--- src/common/msirq_pkg.sv ---
// constants, carriers and code tables for the modem status and interrupt block
package msirq_pkg;

  // ---------------------------------------------------------------
  // status word bit positions
  // ---------------------------------------------------------------
  localparam int STAT_W = 16;
  localparam int ST_IRQ = 15;
  localparam int ST_RING = 14;
  localparam int ST_PROG = 13;
  localparam int ST_AM_EVT = 9;
  localparam int ST_RX_RDY = 6;
  localparam int ST_RX_OVF = 5;
  localparam int ST_FSK = 0;
  localparam logic [15:0] ST_RESET = 16'h0000;

  // ---------------------------------------------------------------
  // general control word bit positions
  // ---------------------------------------------------------------
  localparam int GC_MASK_RX = 0;
  localparam int GC_MASK_AM = 1;
  localparam int GC_MASK_RING = 5;
  localparam int GC_IRQ_OE = 6;
  localparam int GC_RESET = 7;
  localparam int GC_GEN_RST = 8;

  // ---------------------------------------------------------------
  // automodem status word
  // ---------------------------------------------------------------
  localparam logic [7:0] AM_STATUS_ADDR = 8'heb;
  localparam int AM_MSG_LSB = 10;
  localparam int AM_SNR_LSB = 4;
  localparam logic [15:0] AM_RESET = 16'h0000;
  localparam logic [2:0] AM_ZERO_FIELD = 3'h0;
  // message upper-bit groups and full codes
  localparam logic [2:0] MSG_GRP_R5 = 3'h7;
  localparam logic [2:0] MSG_GRP_R4 = 3'h6;
  localparam logic [2:0] MSG_GRP_R3 = 3'h5;
  localparam logic [2:0] MSG_GRP_R2 = 3'h4;
  localparam logic [2:0] MSG_GRP_R1 = 3'h3;
  localparam logic [2:0] MSG_GRP_EVENT = 3'h2;
  localparam logic [5:0] MSG_RATE_NEG = 6'h17;
  localparam logic [5:0] MSG_RETRAIN_REQ = 6'h16;
  localparam logic [5:0] MSG_EMERG_RETRAIN = 6'h15;
  localparam logic [5:0] MSG_CARRIER_LOST = 6'h14;
  localparam logic [5:0] MSG_PREAMBLE = 6'h13;
  localparam logic [5:0] MSG_S1 = 6'h12;
  localparam logic [5:0] MSG_SB1 = 6'h11;
  localparam logic [5:0] MSG_USB1 = 6'h10;
  localparam logic [5:0] MSG_ANS_TONE = 6'h0f;
  // bit-rate codes carried in the low message bits
  localparam logic [2:0] RATE_14400 = 3'h7;
  localparam logic [2:0] RATE_12000 = 3'h6;
  localparam logic [2:0] RATE_9600_TCM = 3'h5;
  localparam logic [2:0] RATE_9600 = 3'h4;
  localparam logic [2:0] RATE_7200 = 3'h3;
  localparam logic [2:0] RATE_4800 = 3'h2;
  localparam logic [2:0] RATE_2400 = 3'h1;
  localparam logic [2:0] RATE_1200 = 3'h0;

  // ---------------------------------------------------------------
  // timing
  // ---------------------------------------------------------------
  localparam int CLK_MHZ = 100;
  localparam int MODE_SETTLE_US = 150;
  // longest time, in whole core clock cycles: 150 us at 100 MHz, exact
  localparam int MODE_SETTLE_CYC = MODE_SETTLE_US * CLK_MHZ;

  // ---------------------------------------------------------------
  // modes and carriers
  // ---------------------------------------------------------------
  typedef enum logic [1:0] {RXM_IDLE, RXM_FSK, RXM_QAM, RXM_DTMF} msirq_rxmode_t;

  typedef struct packed {
    logic rx_ready;
    logic rx_overflow;
    logic dtmf_burst;
    logic [3:0] dtmf_code;
    logic fsk_strobe;
    logic fsk_bit;
  } msirq_rx_evt_t;

  typedef struct packed {
    logic msg_upd;
    logic [5:0] msg;
    logic [2:0] signal_noise_grade;
    logic [3:0] mode;
  } msirq_am_t;

  // keypad symbol as ascii for a received tone-pair code
  function automatic logic [7:0] msirq_dtmf_ascii(input logic [3:0] code);
    logic [7:0] r;
    r = 8'h30;
    case (code)
      4'h0: r = 8'h44;
      4'ha: r = 8'h30;
      4'hb: r = 8'h2a;
      4'hc: r = 8'h23;
      4'hd: r = 8'h41;
      4'he: r = 8'h42;
      4'hf: r = 8'h43;
      default: r = 8'h30 + {4'h0, code};
    endcase
    return r;
  endfunction : msirq_dtmf_ascii

endpackage : msirq_pkg

--- src/hdl/msirq_status.sv ---
// status, automodem status and interrupt reporting for the modem
// Function
// - masked receive events set irq; status read clears
// - interrupt pin low when irq and enable
// - ready and overflow bits cleared by data read
// - mode change status effects within 150 us
// - ring bit works in powersave and reset
// - ring bit is inverse of ring pin
// - ring irq on pin fall, control bits 5,6
// - fsk demod bit refreshed at eight-times strobe
// - dtmf burst sets bit5, loads code
// - dtmf code maps to keypad symbol
// - automodem word: message, zeros, snr, mode
// - event message codes under upper bits 010
// - bit-rate code table
// - message update or field change sets bit9
// - automodem word read clears bit9
module msirq_status #(
  parameter int SETTLE_CYC = msirq_pkg::MODE_SETTLE_CYC // mode change settle bound
) (
  input wire logic CORE_CLK, // core clock 100 MHz
  input wire logic RESET, // synchronous reset, high
  input wire logic [15:0] GCR_WORD, // general control register value
  input wire logic POWERSAVE, // powersave mode level
  input wire msirq_pkg::msirq_rxmode_t RX_MODE, // receive operating mode
  input wire logic PROG_FLAG, // programming flag from elsewhere
  input wire msirq_pkg::msirq_rx_evt_t RX_EVT, // receive path events
  input wire msirq_pkg::msirq_am_t AM_IN, // automodem reports
  input wire logic STATUS_RD, // status word read pulse
  input wire logic RXDATA_RD, // receive data read pulse
  input wire logic AM_RD, // automodem word read pulse
  input wire logic RING_SENSE_IN_LOW, // ring sense pin, async
  output logic [15:0] STATUS_WORD, // main status word
  output logic [15:0] AM_STATUS_WORD, // automodem status word
  output logic [7:0] DTMF_KEY, // ascii of last keypad symbol
  output logic HOST_INTERRUPT_OUT_LOW, // interrupt pin value, low active
  output logic HOST_INTERRUPT_OE // interrupt pin drive enable
);
  import msirq_pkg::*;

  // ---------------------------------------------------------------
  // mode and control decode
  // ---------------------------------------------------------------
  msirq_rxmode_t mode_q;
  logic hold;
  logic hold_q;
  logic hold_rise;
  logic quiet;
  logic mode_chg;
  logic fsk_mode;
  logic qam_mode;
  logic dtmf_mode;
  logic modem_mode;
  logic ring_level;
  logic ring_rise;

  assign hold = GCR_WORD[GC_RESET] | GCR_WORD[GC_GEN_RST];
  assign hold_rise = hold & ~hold_q;
  assign quiet = hold | POWERSAVE;
  assign mode_chg = RX_MODE != mode_q;
  assign fsk_mode = RX_MODE == RXM_FSK;
  assign qam_mode = RX_MODE == RXM_QAM;
  assign dtmf_mode = RX_MODE == RXM_DTMF;
  assign modem_mode = fsk_mode | qam_mode;

  always_ff @(posedge CORE_CLK) begin
    if (RESET) begin
      mode_q <= RXM_IDLE;
      hold_q <= 1'b0;
    end else begin
      mode_q <= RX_MODE;
      hold_q <= hold;
    end
  end

  // ring path stays on clock and sync only, independent of hold and powersave
  msirq_ring_sense u_ring (
    .clk(CORE_CLK),
    .rst(RESET),
    .pin_low(RING_SENSE_IN_LOW),
    .ring_level(ring_level),
    .ring_rise(ring_rise)
  );

  // ---------------------------------------------------------------
  // receive event bits
  // ---------------------------------------------------------------
  logic rx_rdy_q;
  logic rx_ovf_q;
  logic [3:0] dtmf_code_q;
  logic [7:0] dtmf_key_q;
  logic fsk_q;
  logic live;
  logic rdy_ev;
  logic ovf_ev;
  logic dtmf_ev;

  assign live = ~quiet & ~mode_chg;
  assign rdy_ev = live & modem_mode & RX_EVT.rx_ready;
  assign dtmf_ev = live & dtmf_mode & RX_EVT.dtmf_burst;
  assign ovf_ev = (live & modem_mode & RX_EVT.rx_overflow) | dtmf_ev;

  // set beats the read clear; mode change clears at once
  always_ff @(posedge CORE_CLK) begin
    if (RESET || quiet || mode_chg) begin
      rx_rdy_q <= 1'b0;
    end else if (rdy_ev) begin
      rx_rdy_q <= 1'b1;
    end else if (RXDATA_RD) begin
      rx_rdy_q <= 1'b0;
    end
  end

  always_ff @(posedge CORE_CLK) begin
    if (RESET || quiet || mode_chg) begin
      rx_ovf_q <= 1'b0;
    end else if (ovf_ev) begin
      rx_ovf_q <= 1'b1;
    end else if (RXDATA_RD) begin
      rx_ovf_q <= 1'b0;
    end
  end

  always_ff @(posedge CORE_CLK) begin
    if (RESET || hold) begin
      dtmf_code_q <= 4'h0;
      dtmf_key_q <= 8'h00;
    end else if (dtmf_ev) begin
      dtmf_code_q <= RX_EVT.dtmf_code;
      dtmf_key_q <= msirq_dtmf_ascii(RX_EVT.dtmf_code);
    end
  end

  always_ff @(posedge CORE_CLK) begin
    if (RESET || quiet || !fsk_mode) begin
      fsk_q <= 1'b0;
    end else if (RX_EVT.fsk_strobe) begin
      fsk_q <= RX_EVT.fsk_bit;
    end
  end

  // ---------------------------------------------------------------
  // automodem status word
  // ---------------------------------------------------------------
  logic [5:0] am_msg_q;
  logic [2:0] am_snr_q;
  logic [3:0] am_mode_q;
  logic am_evt_q;
  logic am_chg;

  assign am_chg = ~quiet & qam_mode &
                  (AM_IN.msg_upd | (AM_IN.signal_noise_grade != am_snr_q) | (AM_IN.mode != am_mode_q));

  always_ff @(posedge CORE_CLK) begin
    if (RESET || hold) begin
      am_msg_q <= AM_RESET[15:10];
      am_snr_q <= AM_RESET[6:4];
      am_mode_q <= AM_RESET[3:0];
    end else if (~quiet && qam_mode) begin
      if (AM_IN.msg_upd) begin
        am_msg_q <= AM_IN.msg;
      end
      am_snr_q <= AM_IN.signal_noise_grade;
      am_mode_q <= AM_IN.mode;
    end
  end

  always_ff @(posedge CORE_CLK) begin
    if (RESET || hold) begin
      am_evt_q <= 1'b0;
    end else if (am_chg) begin
      am_evt_q <= 1'b1;
    end else if (AM_RD) begin
      am_evt_q <= 1'b0;
    end
  end

  // only meaningful while the programming flag is up; host keeps to that
  assign AM_STATUS_WORD = {am_msg_q, AM_ZERO_FIELD, am_snr_q, am_mode_q};

  // ---------------------------------------------------------------
  // interrupt bit and pin
  // ---------------------------------------------------------------
  logic irq_q;
  logic irq_set;
  logic ring_irq;

  assign ring_irq = ring_rise & GCR_WORD[GC_MASK_RING] & GCR_WORD[GC_IRQ_OE];
  assign irq_set = ring_irq |
                   (((rdy_ev & ~rx_rdy_q) | (ovf_ev & ~rx_ovf_q)) & GCR_WORD[GC_MASK_RX]) |
                   (am_chg & ~am_evt_q & GCR_WORD[GC_MASK_AM]);

  // setting a reset bit clears irq; a new event on the read beats the clear
  always_ff @(posedge CORE_CLK) begin
    if (RESET || hold_rise) begin
      irq_q <= 1'b0;
    end else if (irq_set) begin
      irq_q <= 1'b1;
    end else if (STATUS_RD) begin
      irq_q <= 1'b0;
    end
  end

  assign HOST_INTERRUPT_OE = irq_q & GCR_WORD[GC_IRQ_OE];
  assign HOST_INTERRUPT_OUT_LOW = ~HOST_INTERRUPT_OE;
  assign DTMF_KEY = dtmf_key_q;

  always_comb begin
    STATUS_WORD = ST_RESET;
    STATUS_WORD[ST_IRQ] = irq_q;
    STATUS_WORD[ST_RING] = ring_level;
    STATUS_WORD[ST_PROG] = PROG_FLAG;
    STATUS_WORD[ST_AM_EVT] = am_evt_q;
    STATUS_WORD[ST_RX_RDY] = rx_rdy_q;
    STATUS_WORD[ST_RX_OVF] = rx_ovf_q;
    if (dtmf_mode) begin
      STATUS_WORD[3:0] = dtmf_code_q;
    end else if (fsk_mode) begin
      STATUS_WORD[ST_FSK] = fsk_q;
    end
  end

  // ---------------------------------------------------------------
  // checks
  // ---------------------------------------------------------------
  logic settle_pend_q;
  logic [15:0] settle_cnt_q;

  always_ff @(posedge CORE_CLK) begin
    if (RESET) begin
      settle_pend_q <= 1'b0;
      settle_cnt_q <= 16'h0000;
    end else if (mode_chg) begin
      settle_pend_q <= 1'b1;
      settle_cnt_q <= 16'h0000;
    end else if (settle_pend_q) begin
      settle_pend_q <= rx_rdy_q | rx_ovf_q;
      settle_cnt_q <= settle_cnt_q + 16'h0001;
    end
  end
endmodule : msirq_status

--- src/hdl/msirq_ring_sense.sv ---
// ring sense pin synchroniser and edge detector
module msirq_ring_sense (
  input wire logic clk, // core clock
  input wire logic rst, // synchronous reset, high
  input wire logic pin_low, // ring sense pin, low when ringing
  output logic ring_level, // inverted, synchronised pin level
  output logic ring_rise // one cycle on pin falling edge
);
  logic sync1_q;
  logic sync2_q;
  logic lvl_q;

  // pin idles high, so sync stages reset high to avoid a false edge
  always_ff @(posedge clk) begin
    if (rst) begin
      sync1_q <= 1'b1;
      sync2_q <= 1'b1;
    end else begin
      sync1_q <= pin_low;
      sync2_q <= sync1_q;
    end
  end

  always_ff @(posedge clk) begin
    if (rst) begin
      lvl_q <= 1'b0;
    end else begin
      lvl_q <= ~sync2_q;
    end
  end

  assign ring_level = lvl_q;
  assign ring_rise = ~sync2_q & ~lvl_q;
endmodule : msirq_ring_sense

--- config.mk ---
export PLATFORM = sky130hd
export DESIGN_NAME = msirq_status
export DESIGN_NICKNAME = d
export VERILOG_FILES = /design/src/common/msirq_pkg.sv /design/src/hdl/msirq_status.sv /design/src/hdl/msirq_ring_sense.sv
export SDC_FILE = /design/constraint.sdc
export NUM_CORES = 1
export LEC_CHECK = 0
export BUFFER_PORTS_ARGS = -buffer_cell sky130_fd_sc_hd__buf_2
export CAP_MARGIN = 40
export CORE_MARGIN = 2
export CORE_UTILIZATION = 45
export CTS_CLUSTER_SIZE = 40
export DETAILED_ROUTE_END_ITERATION = 12
export MAX_ROUTING_LAYER = met4
export PLACE_DENSITY = 0.8
export RECOVER_POWER = 25
export SYNTH_ARGS = -nofsm -noshare
export SYNTH_HDL_FRONTEND = slang
export SYNTH_HIERARCHICAL = 1
export SYNTH_SLANG_ARGS = --single-unit
--- constraint.sdc ---
create_clock -name CORE_CLK -period 2.33 [get_ports CORE_CLK]
set_input_delay 0.5825 -clock CORE_CLK [delete_from_list [all_inputs] [get_ports CORE_CLK]]
set_output_delay 0.5825 -clock CORE_CLK [all_outputs]
set_load 0.01 [all_outputs]
==> results of run 1 <==
==> layer usage <==
layer / GRT usage / vias up / share of wire
li1: - / 743 / -
met1: 0.2089 / 630 / 0.46
met2: 0.2614 / 49 / 0.45
met3: 0.04770 / 4 / 0.068
met4: 0.09184 / 0 / 0.015
met5: - / - / 0
==> final cells by class <==
type                    count  area (um2)  share of cell area
clock inverters             1       5.005            0.002397
well taps                  48       60.06             0.02876
repair buffers             71       350.3              0.1678
multi-input cells         132       859.6              0.4116
flip-flops and latches     35       700.7              0.3355
clock buffers               6       82.58             0.03954
inverters                   8       30.03             0.01438
==> per-stage QoR <==
stage               instance area, um2  cells
CTS                               2101    301
finish                            2088    301
global placement                  2013    294
global route                      2088    301
detailed placement                2013    294
floorplan                         1762    201
==> cell usage after synthesis (all sizes together) (2+ instances only) <==
library cell,count,share of area
dfxtp,35,0.41
nor2,25,0.056
buf,22,0.090
mux2i,15,0.087
a21oi,13,0.040
nand2,13,0.028
inv,8,0.017
nand3,6,0.017
xor2,5,0.025
clkbuf,4,0.0094
nand2b,4,0.014
o21ai,4,0.012
xnor2,4,0.020
and2,3,0.011
ha,3,0.022
o211ai,3,0.016
or3,3,0.014
a211oi,2,0.012
a311oi,2,0.010
nor4,2,0.016
nor4b,2,0.019
or2,2,0.0072
==> sequential cells by signal (all words and copies together) (netlist names) <==
register / cells
u_ring/sync2_q: 1
hold_q: 1
u_ring/ring_level: 1
am_evt_q: 1
u_ring/sync1_q: 1
dtmf_code_q: 4
mode_q: 2
am_snr_q: 3
am_mode_q: 4
fsk_q: 1
rx_ovf_q: 1
rx_rdy_q: 1
irq_q: 1
DTMF_KEY: 7
am_msg_q: 6
==> logic make-up (layout without fill, tap and decap cells) <==
logic type,count (synthesis),in the layout,synth area share
XOR/XNOR,9,9,0.04562
AO/OA/AOI/OAI,30,30,0.1166
adder cells (fa/ha/maj),3,3,0.02173
multiplexers,15,15,0.08689
flip-flops,35,35,0.4055
other,1,10,0.002170
buffers and inverters,34,86,0.1166
AND/OR/NAND/NOR,65,65,0.2049
==> report_power, final <==
group | internal (mW) | leakage, nW | switching, mW
clock | 0.232 | 0.0470 | 0.203
combinational | 0.0490 | 0.550 | 0.0678
sequential | 0.604 | 0.283 | 0.00227
total | 0.885 | 0.880 | 0.273
==> critical path: stages <==
cell and delay, ps:
buf_2 130, ha_1 280, o21ai_0 220, buf_2 160
==> worst max path at each step <==
stage / start / endpoint / slack [ps]
floorplan: GCR_WORD[8] / DTMF_KEY[4]$_SDFFE_PP0P_ / 530
global placement: RX_MODE[0] / DTMF_KEY[6]$_SDFFE_PP0P_ / 260
detailed placement: RX_MODE[0] / DTMF_KEY[6]$_SDFFE_PP0P_ / 250
CTS: RX_MODE[0] / STATUS_WORD[0] / 350
global route: RX_MODE[0] / STATUS_WORD[0] / 320
finish: RX_MODE[0] / STATUS_WORD[0] / 380
==> impl_metrics.py, run 1 <==
metrics = {
    "outcome": {
        "status": "finished, final reports clean",
    },
    "finish": {
        "nFillCells": 355,
        "fin_nets": 305,
        "antenna_cells": 0,
        "final_cell_mix": "buf_2 (58), dfxtp_1 (35), nor2_1 (24)",
        "drive_gt1_frac": 0.3004,
        "mostFrequentLayoutCell": "buf_2",
        "utilization": 0.5661,
        "areaGrowthSynthToFinish_pct": 20.85,
    },
    "yosys": {
        "synth-main-ff-cell": "dfxtp_1",
        "async_flop_share": 0,
        "syn_area_mm2": 0.001728,
        "syn_avg_cell_area_um2": 9.000,
        "synth_edf_count": 0,
        "netlist_instances": 192,
        "synth_cell_types": 46,
        "ys_seq_elements": 35,
        "ys_warn_count": 6,
        "synth-seq-area-share": 0.4055,
    },
    "worst_setup_path": {
        "r2r_start": "am_snr_q[2]$_SDFFE_PP0P_",
        "reg2reg_to": "irq_q$_SDFFE_PP0P_",
        "critPathMaxFanout": 6,
        "crit_path_start_kind": "input port",
        "rr_worst_depth": 4,
        "regToRegSetupSlack_ps": 780,
        "cp-end-kind": "output port",
        "worstSetupPathType": "in -> out",
        "cp.arrival_ps": 1370,
        "worstPathRequired_ps": 1750,
    },
    "cts": {
        "worstSkewPairLatency_ps": 280,
        "cts_hold_buf": 0,
        "clock-sinks": 35,
        "post_cts_buffers": 0,
        "cts.path.max_buffers": 2,
        "numCtsBuffers": 5,
        "htree_levels": 2,
        "cts_tree": "done",
        "ctsResizeCount": 0,
        "cts.clk_slew.worst_paths_ps": 60,
        "ctsRootBufferMaster": "clkbuf_8",
    },
    "power": {
        "leakagePower_nw": 0.8801,
        "powerDensity_mw_per_mm2": 554.5,
        "power_mw": 1.158,
        "ir_worst_vdd_mv": 0.3906,
    },
    "placement": {
        "portBuffers": 68,
        "pre_cts_ws_ps": 253.9,
        "dp_hpwl_um": 2636,
        "place_congestion": 0.7861,
    },
    "sta": {
        "setup_violations": 0,
        "final.setup.worst_slack_ps": 376.5,
        "whs_ps": 402.4,
        "fin_skew_ps": 7.677,
        "report.final.slew_viol_count": 0,
        "tightest_slew_ps": 581.9,
        "period_needed_ps": 1953,
        "relSlewSlack": 0.6121,
        "fmax_mhz": 511.9,
        "final.setup.tns_ps": 0,
        "rsz0062_at_grt": "no",
        "finalCritPeriodShare": 0.8384,
        "hold_viol": 0,
    },
    "detailed_routing": {
        "via_per_inst": 4.738,
        "wl_um": 3423,
        "dr.pass1.iters": 4,
        "via_count": 1426,
        "drc_errors": 0,
        "ant_nets": 0,
        "routedWlPerCell_um": 11.37,
        "drtIter0Drc": 71,
    },
    "grt": {
        "grt_pass1_vias": 1288,
        "grt_max_degree": 17,
        "grt_usage": 0.1725,
        "grt_antenna_before_repair": 0,
        "grt_pass1_wl_um": 5485,
        "grt_overflow": 0,
    },
    "run": {
        "drv_cap": 0,
    },
    "worst_hold_path": {
        "whs_path_depth": 1,
        "hp-start": "u_ring/sync1_q$_SDFF_PP1_",
        "hp-class": "reg -> reg",
        "holdPathEnd": "u_ring/sync2_q$_SDFF_PP1_",
    },
    "floorplanning": {
        "die_x_um": 65.97,
        "io_pins": 91,
        "die_h_um": 65.97,
        "dieArea_mm2": 0.004351,
        "start_util": 0.4685,
        "core_mm2": 0.003689,
        "std_cell_rows": 22,
    },
}
Note: power is estimated with default switching activity, not from simulation.
==> inputs of run 2 (changes only) <==
==> constraint.sdc (replaced) <==
create_clock -name CORE_CLK -period 2.05 [get_ports CORE_CLK]
set_input_delay 0.5125 -clock CORE_CLK [delete_from_list [all_inputs] [get_ports CORE_CLK]]
set_output_delay 0.5125 -clock CORE_CLK [all_outputs]
set_load 0.01 [all_outputs]
==> run 2 against run 1 <==
  * First-iteration DRC count shrank 46%
  * Die area is the same
  * Global-route usage grew 0.87 points
  * Setup slack lost 200 ps
  * Combinational power grew 16%
  * Sequential cell count is the same
  * Total power grew 17%
  * Critical path type unchanged
  * Critical endpoint unchanged
  * Highest routed layer unchanged
==> impl_metrics.py, run 2 (same netlist as run 1, synthesis figures left out) <==
metrics = {
    "worst_setup_path": {
        "regToRegSetupSlack_ps": 450,
        "worstPathRequired_ps": 1540,
        "r2r_start": "am_snr_q[2]$_SDFFE_PP0P_",
        "reg2reg_to": "irq_q$_SDFFE_PP0P_",
        "max_stage_delay_ps": 330,
        "critPathMaxFanout": 6,
        "cp_top_family": "buffers and inverters",
        "rr_worst_depth": 4,
        "worstSetupPathType": "in -> out",
        "path_buf_inv": 2,
        "path_cells": "clkbuf_1, ha_1, nand2_1, o21ai_0, buf_2",
        "crit_slowest_cell": "ha_1",
        "crit_path_start_kind": "input port",
        "cp.arrival_ps": 1360,
        "cp-end-kind": "output port",
    },
    "worst_hold_path": {
        "holdPathEnd": "u_ring/sync2_q$_SDFF_PP1_",
        "hp-class": "reg -> reg",
        "hp-start": "u_ring/sync1_q$_SDFF_PP1_",
        "whs_path_depth": 1,
    },
    "grt": {
        "grt_pass1_wl_um": 5816,
        "grt_overflow": 0,
        "grt_max_degree": 12,
        "grt_pass1_vias": 1324,
        "grt_antenna_before_repair": 0,
        "grt_usage": 0.1812,
    },
    "detailed_routing": {
        "drtIter0Drc": 38,
        "dr.pass1.iters": 4,
        "routedWlPerCell_um": 11.59,
        "wl_um": 3535,
        "via_count": 1486,
        "ant_nets": 0,
        "drc_errors": 0,
        "via_per_inst": 4.872,
    },
    "floorplanning": {
        "die_x_um": 65.97,
        "die_h_um": 65.97,
        "core_mm2": 0.003689,
        "dieArea_mm2": 0.004351,
        "std_cell_rows": 22,
        "start_util": 0.4685,
        "io_pins": 91,
    },
    "sta": {
        "final.setup.tns_ps": 0,
        "fmax_mhz": 534.1,
        "final.setup.worst_slack_ps": 177.6,
        "finalCritPeriodShare": 0.9134,
        "fin_skew_ps": 5.509,
        "whs_ps": 402.9,
        "report.final.slew_viol_count": 0,
        "period_needed_ps": 1872,
        "setup_violations": 0,
        "rsz0062_at_grt": "no",
        "hold_viol": 0,
    },
    "cts": {
        "cts.path.max_buffers": 2,
        "cts_tree": "done",
        "htree_levels": 2,
        "cts.clk_slew.worst_paths_ps": 60,
        "numCtsBuffers": 5,
        "clock-sinks": 35,
        "ctsResizeCount": 0,
        "ctsRootBufferMaster": "clkbuf_8",
        "post_cts_buffers": 0,
        "worstSkewPairLatency_ps": 280,
        "cts_hold_buf": 0,
    },
    "outcome": {
        "status": "finished, final reports clean",
    },
    "run": {
        "drv_cap": 0,
    },
    "placement": {
        "pre_cts_ws_ps": 77.02,
        "dp.cells": 297,
        "dp_hpwl_um": 2787,
        "postPlaceCellArea_mm2": 0.002036,
        "place_congestion": 0.7476,
        "portBuffers": 68,
    },
    "finish": {
        "utilization": 0.5753,
        "drive_gt1_frac": 0.3035,
        "largest_reg_flops": 7,
        "areaGrowthSynthToFinish_pct": 22.81,
        "mostFrequentLayoutCell": "buf_2",
        "design_area_mm2": 0.002122,
        "antenna_cells": 0,
        "stdcell_count": 305,
        "final_cell_mix": "buf_2 (57), dfxtp_1 (35), nor2_1 (24)",
        "fin_nets": 308,
    },
    "power": {
        "leakagePower_nw": 0.8970,
        "ir_worst_vdd_mv": 0.4825,
        "powerDensity_mw_per_mm2": 638.4,
        "power_mw": 1.355,
    },
}
-- run 2: changes by cell type in the layout (fill, tap and decap cells not counted), sizes merged --
cell	before	now
clkbuf	16	19
clkinv	1	0
buf	61	63
-- run 2: power by group --
part	switching, mW	internal (mW)
combinational	0.0791	0.0569
clock	0.223	0.306
sequential	0.00255	0.687
total	0.305	1.05
-- run 2: routing by layer --
layer / share of wire / track usage
met5: 0 / -
met1: 0.45 / 0.2161
met3: 0.061 / 0.04429
met2: 0.47 / 0.2866
met4: 0.024 / 0.08929
-- run 2: how the worst max path moves through the flow --
stage | startpoint | end | slack (ps) | depth (start not counted)
global route | RX_MODE[1] | STATUS_WORD[0] | 110 | 5
finish | RX_MODE[1] | STATUS_WORD[0] | 180 | 5
detailed placement | RX_MODE[1] | DTMF_KEY[6]$_SDFFE_PP0P_ | 80 | 7
floorplan | GCR_WORD[8] | DTMF_KEY[4]$_SDFFE_PP0P_ | 320 | 5
global placement | RX_MODE[1] | DTMF_KEY[6]$_SDFFE_PP0P_ | 110 | 7
CTS | RX_MODE[0] | STATUS_WORD[0] | 200 | 4
-- run 2: final cells by class --
class	count	area, um2
clock buffer	8	100.1
fill	358	1567
inverter	8	30.03
multi-input combinational	132	859.6
sequential	35	700.7
tap	48	60.06
timing repair buffer	74	371.6
